File: src/dts_pkg.sv
package dts_pkg;
   // ==========================================================
   // slave address decode
   localparam logic [3:0] TYPE_MEM       = 4'hA;
   localparam logic [3:0] TYPE_COMP      = 4'hD;
   localparam int         TYPE_MSB       = 7;
   localparam int         TYPE_LSB       = 4;
   localparam int         SEL_MSB        = 2;
   localparam int         SEL_LSB        = 1;
   localparam int         RW_BIT         = 0;

   // ==========================================================
   // address latches
   localparam int         MEM_AW         = 15;
   localparam int         REG_AW         = 5;
   localparam logic [14:0] MEM_LAST      = 15'h7FFF;
   localparam logic [14:0] MEM_ADDR_RST  = 15'h0000;
   localparam logic [4:0] REG_ADDR_RST   = 5'h00;
   localparam logic [7:0] REG_MAX        = 8'h18;
   localparam logic [4:0] REG_LAST       = 5'h18;

   // ==========================================================
   // bit sequencing
   localparam logic [3:0] BYTE_BITS      = 4'h8;
   localparam logic [3:0] CNT_RST        = 4'h0;
   localparam int         SYNC_STAGES    = 2;

   typedef enum logic [2:0] {
      ST_IDLE,
      ST_RX,
      ST_ACK,
      ST_TX,
      ST_MACK
   } dts_state_t;

   typedef enum logic [2:0] {
      RL_SLAVE,
      RL_ADDR_HI,
      RL_ADDR_LO,
      RL_REG_ADDR,
      RL_DATA
   } dts_role_t;
endpackage

File: src/dts_line_if.sv
interface dts_line_if;
   logic scl_rise;
   logic scl_fall;
   logic sda;
   logic start;
   logic stop;

   modport cond (output scl_rise, output scl_fall, output sda, output start, output stop);
   modport core (input  scl_rise, input  scl_fall, input  sda, input  start, input  stop);
endinterface

File: src/dts_i2c_slave.sv
// Notes on behaviour
// - first byte after START is slave address
// - type 1010b selects memory target
// - type 1101b selects registers, memory untouched
// - respond only when bits 2:1 match pins
// - bit 0 one reads, zero writes
// - memory writes carry two address bytes, 15-bit
// - reads start at latched address, kept
// - address increments after each byte, during the acknowledge bit
// - memory address wraps from last to zero
// - no limit on bytes per transaction
// - register target takes one address byte
// - register address above 18h gets NACK, abort
// - read: 8 bits out, ACK continues, NACK ends
// - write: 8 bits in, then acknowledge
// - all bytes shifted MSB first
// - commit after 8th bit; earlier START/STOP discards
// - no busy time, always acknowledges when addressed
// - read data starts right after slave address
// - repeated START abandons write, reads new address
// - register write uses one address byte
// - STOP aborts; START aborts and rearms
// - separate memory and register address latches
// - register reads auto-increment like memory
module dts_i2c_slave (
   input  wire logic        CLK_IN,
   input  wire logic        RST_N_IN,
   input  wire logic        SCL_IN,
   input  wire logic        SDA_IN,
   output logic             SDA_OUT,
   output logic             SDA_OE_N_OUT,
   input  wire logic [1:0]  SEL_IN,
   input  wire logic        SUPPLY_TRIP_IN,
   output logic [14:0]      MEM_ADDR_OUT,
   output logic [7:0]       MEM_WDATA_OUT,
   output logic             MEM_WE_OUT,
   input  wire logic [7:0]  MEM_RDATA_IN,
   output logic [4:0]       REG_ADDR_OUT,
   output logic [7:0]       REG_WDATA_OUT,
   output logic             REG_WE_OUT,
   input  wire logic [7:0]  REG_RDATA_IN,
   output logic             BUSY_OUT
);
   // ==========================================================
   // address increment helpers
   function automatic logic [14:0] mem_next(input logic [14:0] a);
      mem_next = (a == dts_pkg::MEM_LAST) ? dts_pkg::MEM_ADDR_RST : 15'(a + 15'h0001);
   endfunction

   function automatic logic [4:0] reg_next(input logic [4:0] a);
      reg_next = (a == dts_pkg::REG_LAST) ? dts_pkg::REG_ADDR_RST : 5'(a + 5'h01);
   endfunction

   // ==========================================================
   // line conditioning
   dts_line_if line ();

   dts_line_cond u_cond (
      .clk_in   (CLK_IN),
      .rst_n_in (RST_N_IN),
      .scl_in   (SCL_IN),
      .sda_in   (SDA_IN),
      .line     (line.cond)
   );

   // strap and supply pins, two flops before use
   logic [2:0] pin_sync1_q;
   logic [2:0] pin_sync2_q;
   logic [1:0] sel_s;
   logic       trip_s;

   always_ff @(posedge CLK_IN) begin
      if (!RST_N_IN) begin
         pin_sync1_q <= 3'h0;
         pin_sync2_q <= 3'h0;
      end else begin
         pin_sync1_q <= {SUPPLY_TRIP_IN, SEL_IN};
         pin_sync2_q <= pin_sync1_q;
      end
   end

   assign sel_s  = pin_sync2_q[1:0];
   assign trip_s = pin_sync2_q[2];

   // ==========================================================
   // state
   dts_pkg::dts_state_t state_q;
   dts_pkg::dts_role_t  role_q;
   logic [3:0]          cnt_q;
   logic [7:0]          rx_sh_q;
   logic [7:0]          tx_sh_q;
   logic [6:0]          addr_hi_q;
   logic [14:0]         mem_addr_q;
   logic [4:0]          reg_addr_q;
   logic                comp_q;
   logic                read_q;
   logic                mack_q;
   logic                sda_low_q;
   logic                mem_we_q;
   logic                reg_we_q;
   logic [7:0]          wdata_q;

   // ==========================================================
   // decode
   wire       byte_end   = line.scl_fall && (cnt_q == dts_pkg::BYTE_BITS);
   wire       rx_done    = (state_q == dts_pkg::ST_RX) && byte_end;
   wire [3:0] rx_type    = rx_sh_q[dts_pkg::TYPE_MSB:dts_pkg::TYPE_LSB];
   wire       type_mem   = (rx_type == dts_pkg::TYPE_MEM);
   wire       type_comp  = (rx_type == dts_pkg::TYPE_COMP);
   wire       sel_hit    = (rx_sh_q[dts_pkg::SEL_MSB:dts_pkg::SEL_LSB] == sel_s);
   wire       addr_hit   = (type_mem || type_comp) && sel_hit;
   wire       reg_bad    = (rx_sh_q > dts_pkg::REG_MAX);
   wire [7:0] rdata      = comp_q ? REG_RDATA_IN : MEM_RDATA_IN;
   wire       in_slave   = (role_q == dts_pkg::RL_SLAVE);

   // ==========================================================
   // byte sequencer
   always_ff @(posedge CLK_IN) begin
      if (!RST_N_IN) begin
         state_q    <= dts_pkg::ST_IDLE;
         role_q     <= dts_pkg::RL_SLAVE;
         cnt_q      <= dts_pkg::CNT_RST;
         rx_sh_q    <= 8'h00;
         tx_sh_q    <= 8'h00;
         addr_hi_q  <= 7'h00;
         mem_addr_q <= dts_pkg::MEM_ADDR_RST;
         reg_addr_q <= dts_pkg::REG_ADDR_RST;
         comp_q     <= 1'h0;
         read_q     <= 1'h0;
         mack_q     <= 1'h0;
         sda_low_q  <= 1'h0;
         mem_we_q   <= 1'h0;
         reg_we_q   <= 1'h0;
         wdata_q    <= 8'h00;
      end else begin
         mem_we_q <= 1'h0;
         reg_we_q <= 1'h0;
         if (mem_we_q) begin
            mem_addr_q <= mem_next(mem_addr_q);
         end
         if (reg_we_q) begin
            reg_addr_q <= reg_next(reg_addr_q);
         end
         if (trip_s) begin
            state_q    <= dts_pkg::ST_IDLE;
            mem_addr_q <= dts_pkg::MEM_ADDR_RST;
            sda_low_q  <= 1'h0;
         end else if (line.start) begin
            state_q   <= dts_pkg::ST_RX;
            role_q    <= dts_pkg::RL_SLAVE;
            cnt_q     <= dts_pkg::CNT_RST;
            sda_low_q <= 1'h0;
         end else if (line.stop) begin
            state_q   <= dts_pkg::ST_IDLE;
            sda_low_q <= 1'h0;
         end else begin
            case (state_q)
               dts_pkg::ST_RX: begin
                  if (line.scl_rise) begin
                     rx_sh_q <= {rx_sh_q[6:0], line.sda};
                     cnt_q   <= 4'(cnt_q + 4'h1);
                  end else if (byte_end) begin
                     cnt_q     <= dts_pkg::CNT_RST;
                     state_q   <= dts_pkg::ST_ACK;
                     sda_low_q <= 1'h1;
                     case (role_q)
                        dts_pkg::RL_SLAVE: begin
                           comp_q <= type_comp;
                           read_q <= rx_sh_q[dts_pkg::RW_BIT];
                           role_q <= type_comp ? dts_pkg::RL_REG_ADDR : dts_pkg::RL_ADDR_HI;
                           if (!addr_hit) begin
                              state_q   <= dts_pkg::ST_IDLE;
                              sda_low_q <= 1'h0;
                           end
                        end
                        dts_pkg::RL_ADDR_HI: begin
                           addr_hi_q <= rx_sh_q[6:0];
                           role_q    <= dts_pkg::RL_ADDR_LO;
                        end
                        dts_pkg::RL_ADDR_LO: begin
                           mem_addr_q <= {addr_hi_q, rx_sh_q};
                           role_q     <= dts_pkg::RL_DATA;
                        end
                        dts_pkg::RL_REG_ADDR: begin
                           role_q <= dts_pkg::RL_DATA;
                           if (reg_bad) begin
                              state_q   <= dts_pkg::ST_IDLE;
                              sda_low_q <= 1'h0;
                           end else begin
                              reg_addr_q <= rx_sh_q[4:0];
                           end
                        end
                        default: begin
                           wdata_q  <= rx_sh_q;
                           mem_we_q <= ~comp_q;
                           reg_we_q <= comp_q;
                        end
                     endcase
                  end
               end
               dts_pkg::ST_ACK: begin
                  if (line.scl_fall) begin
                     cnt_q <= dts_pkg::CNT_RST;
                     if (read_q) begin
                        state_q   <= dts_pkg::ST_TX;
                        tx_sh_q   <= rdata;
                        sda_low_q <= ~rdata[7];
                     end else begin
                        state_q   <= dts_pkg::ST_RX;
                        sda_low_q <= 1'h0;
                     end
                  end
               end
               dts_pkg::ST_TX: begin
                  if (line.scl_rise) begin
                     cnt_q <= 4'(cnt_q + 4'h1);
                  end else if (byte_end) begin
                     state_q   <= dts_pkg::ST_MACK;
                     sda_low_q <= 1'h0;
                     if (comp_q) begin
                        reg_addr_q <= reg_next(reg_addr_q);
                     end else begin
                        mem_addr_q <= mem_next(mem_addr_q);
                     end
                  end else if (line.scl_fall) begin
                     tx_sh_q   <= {tx_sh_q[6:0], 1'h0};
                     sda_low_q <= ~tx_sh_q[6];
                  end
               end
               dts_pkg::ST_MACK: begin
                  if (line.scl_rise) begin
                     mack_q <= ~line.sda;
                  end else if (line.scl_fall) begin
                     cnt_q <= dts_pkg::CNT_RST;
                     if (mack_q) begin
                        state_q   <= dts_pkg::ST_TX;
                        tx_sh_q   <= rdata;
                        sda_low_q <= ~rdata[7];
                     end else begin
                        state_q <= dts_pkg::ST_IDLE;
                     end
                  end
               end
               default: begin
                  sda_low_q <= 1'h0;
               end
            endcase
         end
      end
   end

   // ==========================================================
   // outputs
   assign SDA_OUT       = 1'h0;
   assign SDA_OE_N_OUT  = ~sda_low_q;
   assign MEM_ADDR_OUT  = mem_addr_q;
   assign REG_ADDR_OUT  = reg_addr_q;
   assign MEM_WDATA_OUT = wdata_q;
   assign REG_WDATA_OUT = wdata_q;
   assign MEM_WE_OUT    = mem_we_q;
   assign REG_WE_OUT    = reg_we_q;
   assign BUSY_OUT      = (state_q != dts_pkg::ST_IDLE);
endmodule

File: src/dts_line_cond.sv
module dts_line_cond (
   input  wire logic clk_in,
   input  wire logic rst_n_in,
   input  wire logic scl_in,
   input  wire logic sda_in,
   dts_line_if.cond  line
);
   // ==========================================================
   // two-stage synchronisers, then one history stage
   logic [1:0] scl_sync_q;
   logic [1:0] sda_sync_q;
   logic       scl_prev_q;
   logic       sda_prev_q;

   always_ff @(posedge clk_in) begin
      if (!rst_n_in) begin
         scl_sync_q <= 2'h3;
         sda_sync_q <= 2'h3;
         scl_prev_q <= 1'h1;
         sda_prev_q <= 1'h1;
      end else begin
         scl_sync_q <= {scl_sync_q[0], scl_in};
         sda_sync_q <= {sda_sync_q[0], sda_in};
         scl_prev_q <= scl_sync_q[1];
         sda_prev_q <= sda_sync_q[1];
      end
   end

   // ==========================================================
   // edge and bus condition detection
   assign line.sda      = sda_sync_q[1];
   assign line.scl_rise = scl_sync_q[1] & ~scl_prev_q;
   assign line.scl_fall = ~scl_sync_q[1] & scl_prev_q;
   assign line.start    = scl_sync_q[1] & scl_prev_q & sda_prev_q & ~sda_sync_q[1];
   assign line.stop     = scl_sync_q[1] & scl_prev_q & ~sda_prev_q & sda_sync_q[1];
endmodule

File: config.mk
export PLATFORM = sky130hd
export DESIGN_NAME = dts_i2c_slave
export DESIGN_NICKNAME = d
export VERILOG_FILES = /design/src/dts_pkg.sv /design/src/dts_line_if.sv /design/src/dts_i2c_slave.sv /design/src/dts_line_cond.sv
export SDC_FILE = /design/constraint.sdc
export NUM_CORES = 1
export LEC_CHECK = 0
export BUFFER_PORTS_ARGS = -buffer_cell sky130_fd_sc_hd__buf_4
export CAP_MARGIN = 0
export CORE_ASPECT_RATIO = 0.6
export CORE_UTILIZATION = 35
export CTS_CLUSTER_SIZE = 10
export DETAILED_ROUTE_END_ITERATION = 10
export GPL_TIMING_DRIVEN = 0
export PLACE_DENSITY_LB_ADDON = 0.1
export SETUP_SLACK_MARGIN = 0.1
export SLEW_MARGIN = 10
export SYNTH_ARGS = -nofsm -noshare
export SYNTH_HDL_FRONTEND = slang
export SYNTH_SLANG_ARGS = --single-unit
File: constraint.sdc
create_clock -name CLK_IN -period 2.1 [get_ports CLK_IN]
set_clock_uncertainty 0.15 [all_clocks]
set_input_delay 0.42 -clock CLK_IN [delete_from_list [all_inputs] [get_ports CLK_IN]]
set_output_delay 0.42 -clock CLK_IN [all_outputs]
set_load 0.005 [all_outputs]
==> results of run 1 <==
layer usage:
layer | vias to the layer above | wire length, um
met1 | 2403 | 8310
met5 | - | 0
met2 | 173 | 6440
li1 | 2410 | -
met3 | 18 | 1330
met4 | 0 | 146
worst max-delay path, cell delays in order (launching register included):
cell	delay, ps
dfxtp_4	350
nand2b_4	160
or3_1	330
a311o_1	430
a31oi_4	260
and4b_1	230
o21a_1	120
worst max-delay path by stage:
stage | from | end | slack [ps] | depth (start not counted)
after floorplan | cnt_q[0] | cnt_q[3] | 100 | 8
after global placement | MEM_WE_OUT | MEM_ADDR_OUT[7] | -320 | 8
after detailed placement | MEM_WE_OUT | MEM_ADDR_OUT[7] | -340 | 8
after CTS | cnt_q[0] | cnt_q[2] | 20 | 8
after global routing | cnt_q[0] | cnt_q[2] | -70 | 8
final | u_cond.scl_sync_q[1] | cnt_q[2] | 10 | 6
repair_timing:
action                                  4_1_cts  5_1_grt
hold buffers                                  0        0
gates resized for setup                      81      123
buffers inserted                             23       24
gates cloned                                  1        0
pin swaps                                    19       36
endpoints found under the setup margin       62       50
where the power goes:
part / switching [mW] / internal [mW] / total [mW]
clock network: 0.698 / 0.937 / 1.63
logic: 0.126 / 0.104 / 0.229
registers: 0.0110 / 1.48 / 1.49
total: 0.834 / 2.52 / 3.36
state kept, by name, summed over array words and instances (netlist names), 3 cells and up:
| register | cells |
|---|---|
| addr_hi_q | 7 |
| pin_sync1_q | 3 |
| cnt_q | 4 |
| MEM_ADDR_OUT | 15 |
| pin_sync2_q | 3 |
| tx_sh_q | 7 |
| state_q | 3 |
| MEM_WDATA_OUT | 8 |
| rx_sh_q | 8 |
| REG_ADDR_OUT | 5 |
| role_q | 3 |
area by class of cell:
cell class,instances,area share
timing repair buffer,109,0.131
sequential,78,0.236
tap,170,0.0311
clock buffer,9,0.0330
clock inverter,7,0.0114
inverter,13,0.00751
buffer,41,0.0447
multi-input combinational,466,0.506
placed cells by master, fill, tap and decap left out, types with 5 or more instances in the layout:
| master | Yosys | routed |
|---|---|---|
| xor2_1 | 6 | 5 |
| a21oi_2 | 0 | 9 |
| xnor2_1 | 8 | 8 |
| mux2i_1 | 31 | 31 |
| a31oi_1 | 9 | 8 |
| nor2_4 | 1 | 9 |
| or3_1 | 7 | 6 |
| o211ai_1 | 12 | 12 |
| a211o_1 | 7 | 7 |
| nand2_2 | 1 | 9 |
| dfxtp_2 | 0 | 20 |
| dfxtp_1 | 78 | 51 |
| o21a_1 | 5 | 5 |
| buf_6 | 0 | 14 |
| o21ai_1 | 3 | 9 |
| a21oi_1 | 36 | 27 |
| nand3_1 | 17 | 13 |
| and2_1 | 13 | 12 |
| nand2b_4 | 1 | 5 |
| nand3b_1 | 5 | 5 |
| o221ai_1 | 5 | 5 |
| and3_1 | 6 | 6 |
| nand2b_1 | 19 | 16 |
| clkbuf_16 | 0 | 9 |
| clkbuf_2 | 0 | 5 |
| o22ai_1 | 8 | 7 |
| buf_4 | 11 | 109 |
| nor2_1 | 60 | 52 |
| clkbuf_1 | 24 | 7 |
| dfxtp_4 | 0 | 7 |
| nand2_1 | 62 | 49 |
| inv_1 | 11 | 9 |
| o21ai_0 | 44 | 35 |
synth_stat cells, types with 6 or more instances:
library cell	n	area [um2]
nor2_1	60	225
dfxtp_1	78	1560
o211ai_1	12	90.1
o22ai_1	8	50.1
nand2b_1	19	119
and3_1	6	37.5
buf_2	9	45.0
nor3_1	7	35.0
a21boi_0	6	45.0
mux2i_1	31	310
or3_1	7	43.8
inv_1	11	41.3
a21oi_1	36	180
o21ai_0	44	220
clkbuf_1	24	90.1
buf_4	11	82.6
xnor2_1	8	70.1
a22oi_1	6	45.0
nand3_1	17	85.1
a31oi_1	9	56.3
xor2_1	6	52.6
and2_1	13	81.3
a211o_1	7	61.3
nand2_1	62	233
cell families (layout without fill, tap and decap cells):
family          after synthesis  count (layout)  synth area share
simple gates                239             240             0.267
mux                          32              32            0.0669
flops                        78              78             0.325
other cells                   1               1          0.000780
compound gates              174             174             0.246
xor+xnor                     14              14            0.0255
buf+inv                      58             179            0.0562
fa+ha+maj                     5               5            0.0130
metrics by stage:
step	hold slack, ps	area, um2	util
finish	112	6830	0.520
global route	123	6830	0.520
CTS	107	6260	0.476
detailed placement	251	5530	0.421
global placement	253	5530	0.421
floorplan	236	4850	-
==> impl_metrics.toml, run 1 <==
[outcome]
outcome = "finished, final reports clean"

[worst_hold_path]
worstHoldPathType = "in -> reg"
hold_path_depth = 2
hp-start = "SCL_IN"
min_to = "u_cond.scl_sync_q[0]"

[clock_network]
clk_pin_slew_ps = 60
clock_path_buffers = 2
h-tree-depth = 3
cts_root_buf = "clkbuf_16"
clk_latency_ps = 340
cts.sinks = 78
cts_tree = "yes"
numCtsBuffers = 9

[global_route]
gr-usage-met1 = 0.348
grt_pass1_vias = 4584
grtUsageTotal = 0.230
antenna_found_initial = 0
top_usage_layer = "met1"
overflow = 0
grtUsageMet3 = 0.0618
use_met2 = 0.321
grt_pass1_wl_mm = 25.5
grt_max_degree = 16

[critical_path]
crit_arrival_ps = 2220
cp-start-kind = "flop"
cp.required_ps = 2230
reg2regPathDepth = 6
r2r-start = "u_cond.scl_sync_q[1]"
critPathKind = "reg -> reg"
cp_max_fo = 7
rrSetupSlack_ps = 10
cp-end-kind = "flop"
r2r-end = "cnt_q[2]"

[floorplanning]
die-area_mm2 = 0.0142
start_util = 0.366
ios = 64
rows = 32
die_w_um = 153
die_h_um = 92.8
core-area_mm2 = 0.0131

[placement]
portBuffers = 62
gp_congestion = 0.885
dp_slack_ps = -337
dp_hpwl_mm = 11.4
dp.cells = 833

[synthesis]
syn_area_per_cell_um2 = 8.00
async_flop_share = 0
synthCells = 601
synth_nets = 629
synth-seq-cells = 78
ys.flop_type = "dfxtp_1"
syn_area_mm2 = 0.00481
netlist-cell-type-count = 80
ys_seq_area_frac = 0.325
synth_edf_count = 0
ys.warnings.count = 0

[detailed_routing]
wl_mm = 16.2
drt-pass1-iter-count = 4
vias = 5004
drtIter0Drc = 332
drt.antenna.violating_nets = 0
via_per_inst = 5.60
drc = 0
avgRoutedWirePerCell_um = 18.2

[final_layout]
final_nets = 746
nFillCells = 1299
drive_gt1_frac = 0.389
multi_input_area_mm2 = 0.00345
n_antenna_cell = 0
stdcell_count = 893
area_delta_synth_final_pct = 42.1
layout.area.seq_mm2 = 0.00161

[sta]
fin_crit_ps = 2090
finalCritPeriodShare = 0.994
finalHoldViolCount = 0
drv_slew = 0
final.setup.worst_slack_ps = 12.8
finalSetupViolCount = 0
final.setup.tns_ps = 0
max_freq_mhz = 479
relSlewSlack = 0.578
tightest_slew_ps = 633
rsz0062_at_grt = "true"

[pwr]
peakVddDrop_mv = 0.337
finalPower_mw = 3.36
power.density_mw_per_mm2 = 492
power.leakage_nw = 2.64

[run]
drv_cap = 0
(Power assumes the default switching activity.)
==> inputs of run 2 (changes only) <==
- PLACE_DENSITY: not set -> 0.54
- PLACE_DENSITY_LB_ADDON: 0.1 -> not set
==> impl_metrics.toml, run 2 (synthesis gave the netlist of run 1 again) <==
[final_layout]
drive_gt1_frac = 0.395
largest_reg_flops = 15
final_cell_mix = "buf_4 (108), dfxtp_1 (56), nand2_1 (49), nor2_1 (47), o21ai_0 (33)"
final_common_cell = "buf_4"
final_nets = 744
area_delta_synth_final_pct = 42.5
n_antenna_cell = 0
fin_area_mm2 = 0.00685
stdcell_count = 891

[detailed_routing]
wl_mm = 16.6
drc = 0
avgRoutedWirePerCell_um = 18.7
drt-pass1-iter-count = 5
drt.antenna.violating_nets = 0
via_per_inst = 5.69
drtIter0Drc = 513
vias = 5066

[clock_network]
hold_buffers = 0
cts_tree = "yes"
h-tree-depth = 3
cts_root_buf = "clkbuf_16"
cts.sinks = 78
clk_latency_ps = 340
clk_pin_slew_ps = 60
clock_path_buffers = 2
numCtsBuffers = 9

[floorplanning]
ios = 64
die_h_um = 92.8
rows = 32
start_util = 0.366
die_w_um = 153
die-area_mm2 = 0.0142
core-area_mm2 = 0.0131

[pwr]
power.density_mw_per_mm2 = 479
peakVddDrop_mv = 0.314
power.leakage_nw = 2.70

[critical_path]
cp_max_fo = 7
rrSetupSlack_ps = 10
cp-start-kind = "flop"
cp_cell_sequence = "nand2b_4 -> or3_4 -> a311o_1 -> a31oi_4 -> and4b_1 -> o21a_1"
cp_slowest_stage_delay_ps = 420
r2r-end = "cnt_q[2]"
r2r-start = "u_cond.scl_sync_q[1]"
slowest_stage = "a311o_1"
cp-end-kind = "flop"
cp.required_ps = 2240
reg2regPathDepth = 6
critPathKind = "reg -> reg"
crit_arrival_ps = 2230

[global_route]
grtUsageTotal = 0.233
grt_max_degree = 16
grt_pass1_vias = 4629
antenna_found_initial = 0
grt_pass1_wl_mm = 25.6
overflow = 0

[sta]
max_freq_mhz = 479
finalCritPeriodShare = 0.995
rsz0062_at_grt = "true"
drv_slew = 0
relSlewSlack = 0.564
fin_crit_ps = 2090
finalHoldViolCount = 0
finalSetupViolCount = 0
tightest_slew_ps = 654

[worst_hold_path]
worstHoldPathType = "in -> reg"
hold_path_depth = 2
hp-start = "SCL_IN"
min_to = "u_cond.scl_sync_q[0]"

[placement]
portBuffers = 62
postPlaceCellArea_mm2 = 0.00553
dp.cells = 833
gp_congestion = 0.895
dp_hpwl_mm = 11.5

[outcome]
outcome = "finished, final reports clean"

[run]
drv_cap = 0
==> run 2: cell types whose count changed in the layout (fill, tap and decap cells not counted), moves of 3 or more <==
cell | before | now
dfxtp_1 | 51 | 56
buf_2 | 4 | 1
nand2_2 | 9 | 2
o21ai_1 | 9 | 13
nor2_1 | 52 | 47
dfxtp_4 | 7 | 4
nand2_4 | 4 | 11
==> run 2: layout make-up <==
class | instances | area (um2)
buffer | 40 | 299
clock buffer | 10 | 239
multi-input combinational | 465 | 3510
tap | 170 | 213
timing repair buffer | 109 | 890
clock inverter | 6 | 51.3
sequential | 78 | 1600
inverter | 13 | 51.3
fill | 1282 | 6280
==> run 2: per-layer routing <==
layer	GRT usage	vias to the layer above	part of all wire	wire (um)
met5	0	-	0	0
met4	0.0583	0	0.012	203
met3	0.0505	20	0.10	1690
met2	0.317	238	0.39	6510
li1	-	2403	-	-
met1	0.360	2405	0.49	8220
==> run 2: how the worst max path moves through the flow <==
stage,to,from,slack (ps),cells after the start
6_report,cnt_q[2],u_cond.scl_sync_q[1],10,6
5_1_grt,cnt_q[2],u_cond.scl_sync_q[1],-40,6
4_1_cts,MEM_ADDR_OUT[10],MEM_ADDR_OUT[0],20,6
3_5_place_dp,REG_ADDR_OUT[0],u_cond.sda_sync_q[1],-350,7
3_3_place_gp,REG_ADDR_OUT[0],u_cond.sda_sync_q[1],-360,7
2_1_floorplan,cnt_q[3],cnt_q[0],100,8
==> run 2: stage by stage <==
| stage | hold slack, ps | util | setup slack (ps) | TNS [ps] | total power, mW |
|---|---|---|---|---|---|
| 6_report | 121 | 0.522 | 10.2 | 0 | 3.28 |
| 5_1_grt | 118 | 0.522 | -43.8 | -120 | 3.39 |
| 4_1_cts | 112 | 0.482 | 19.9 | 0 | 3.28 |
| 3_5_place_dp | 242 | 0.421 | -348 | -8240 | 1.71 |
| 3_3_place_gp | 250 | 0.421 | -362 | -7010 | 1.71 |
| 2_1_floorplan | 236 | - | 101 | 0 | 1.63 |
==> run 2: timing repair <==
action                                 CTS  global route
pin swaps                               32            42
resized for setup                       88           119
buffers inserted                        32            16
setup endpoints to repair               62            59
gates cloned                             0             0
endpoints found under the hold margin    0             0
==> run 2: where the power goes <==
part | switching, mW | internal, mW
registers | 0.0113 | 1.49
logic | 0.130 | 0.107
clock network | 0.694 | 0.851
total | 0.836 | 2.44
==> run 2: critical path, delay by kind of cell (launching register included) <==
family	cells	cell delay [ps]
AO/OA/AOI/OAI	3	790
AND/OR/NAND/NOR	3	740
flip-flops	1	360
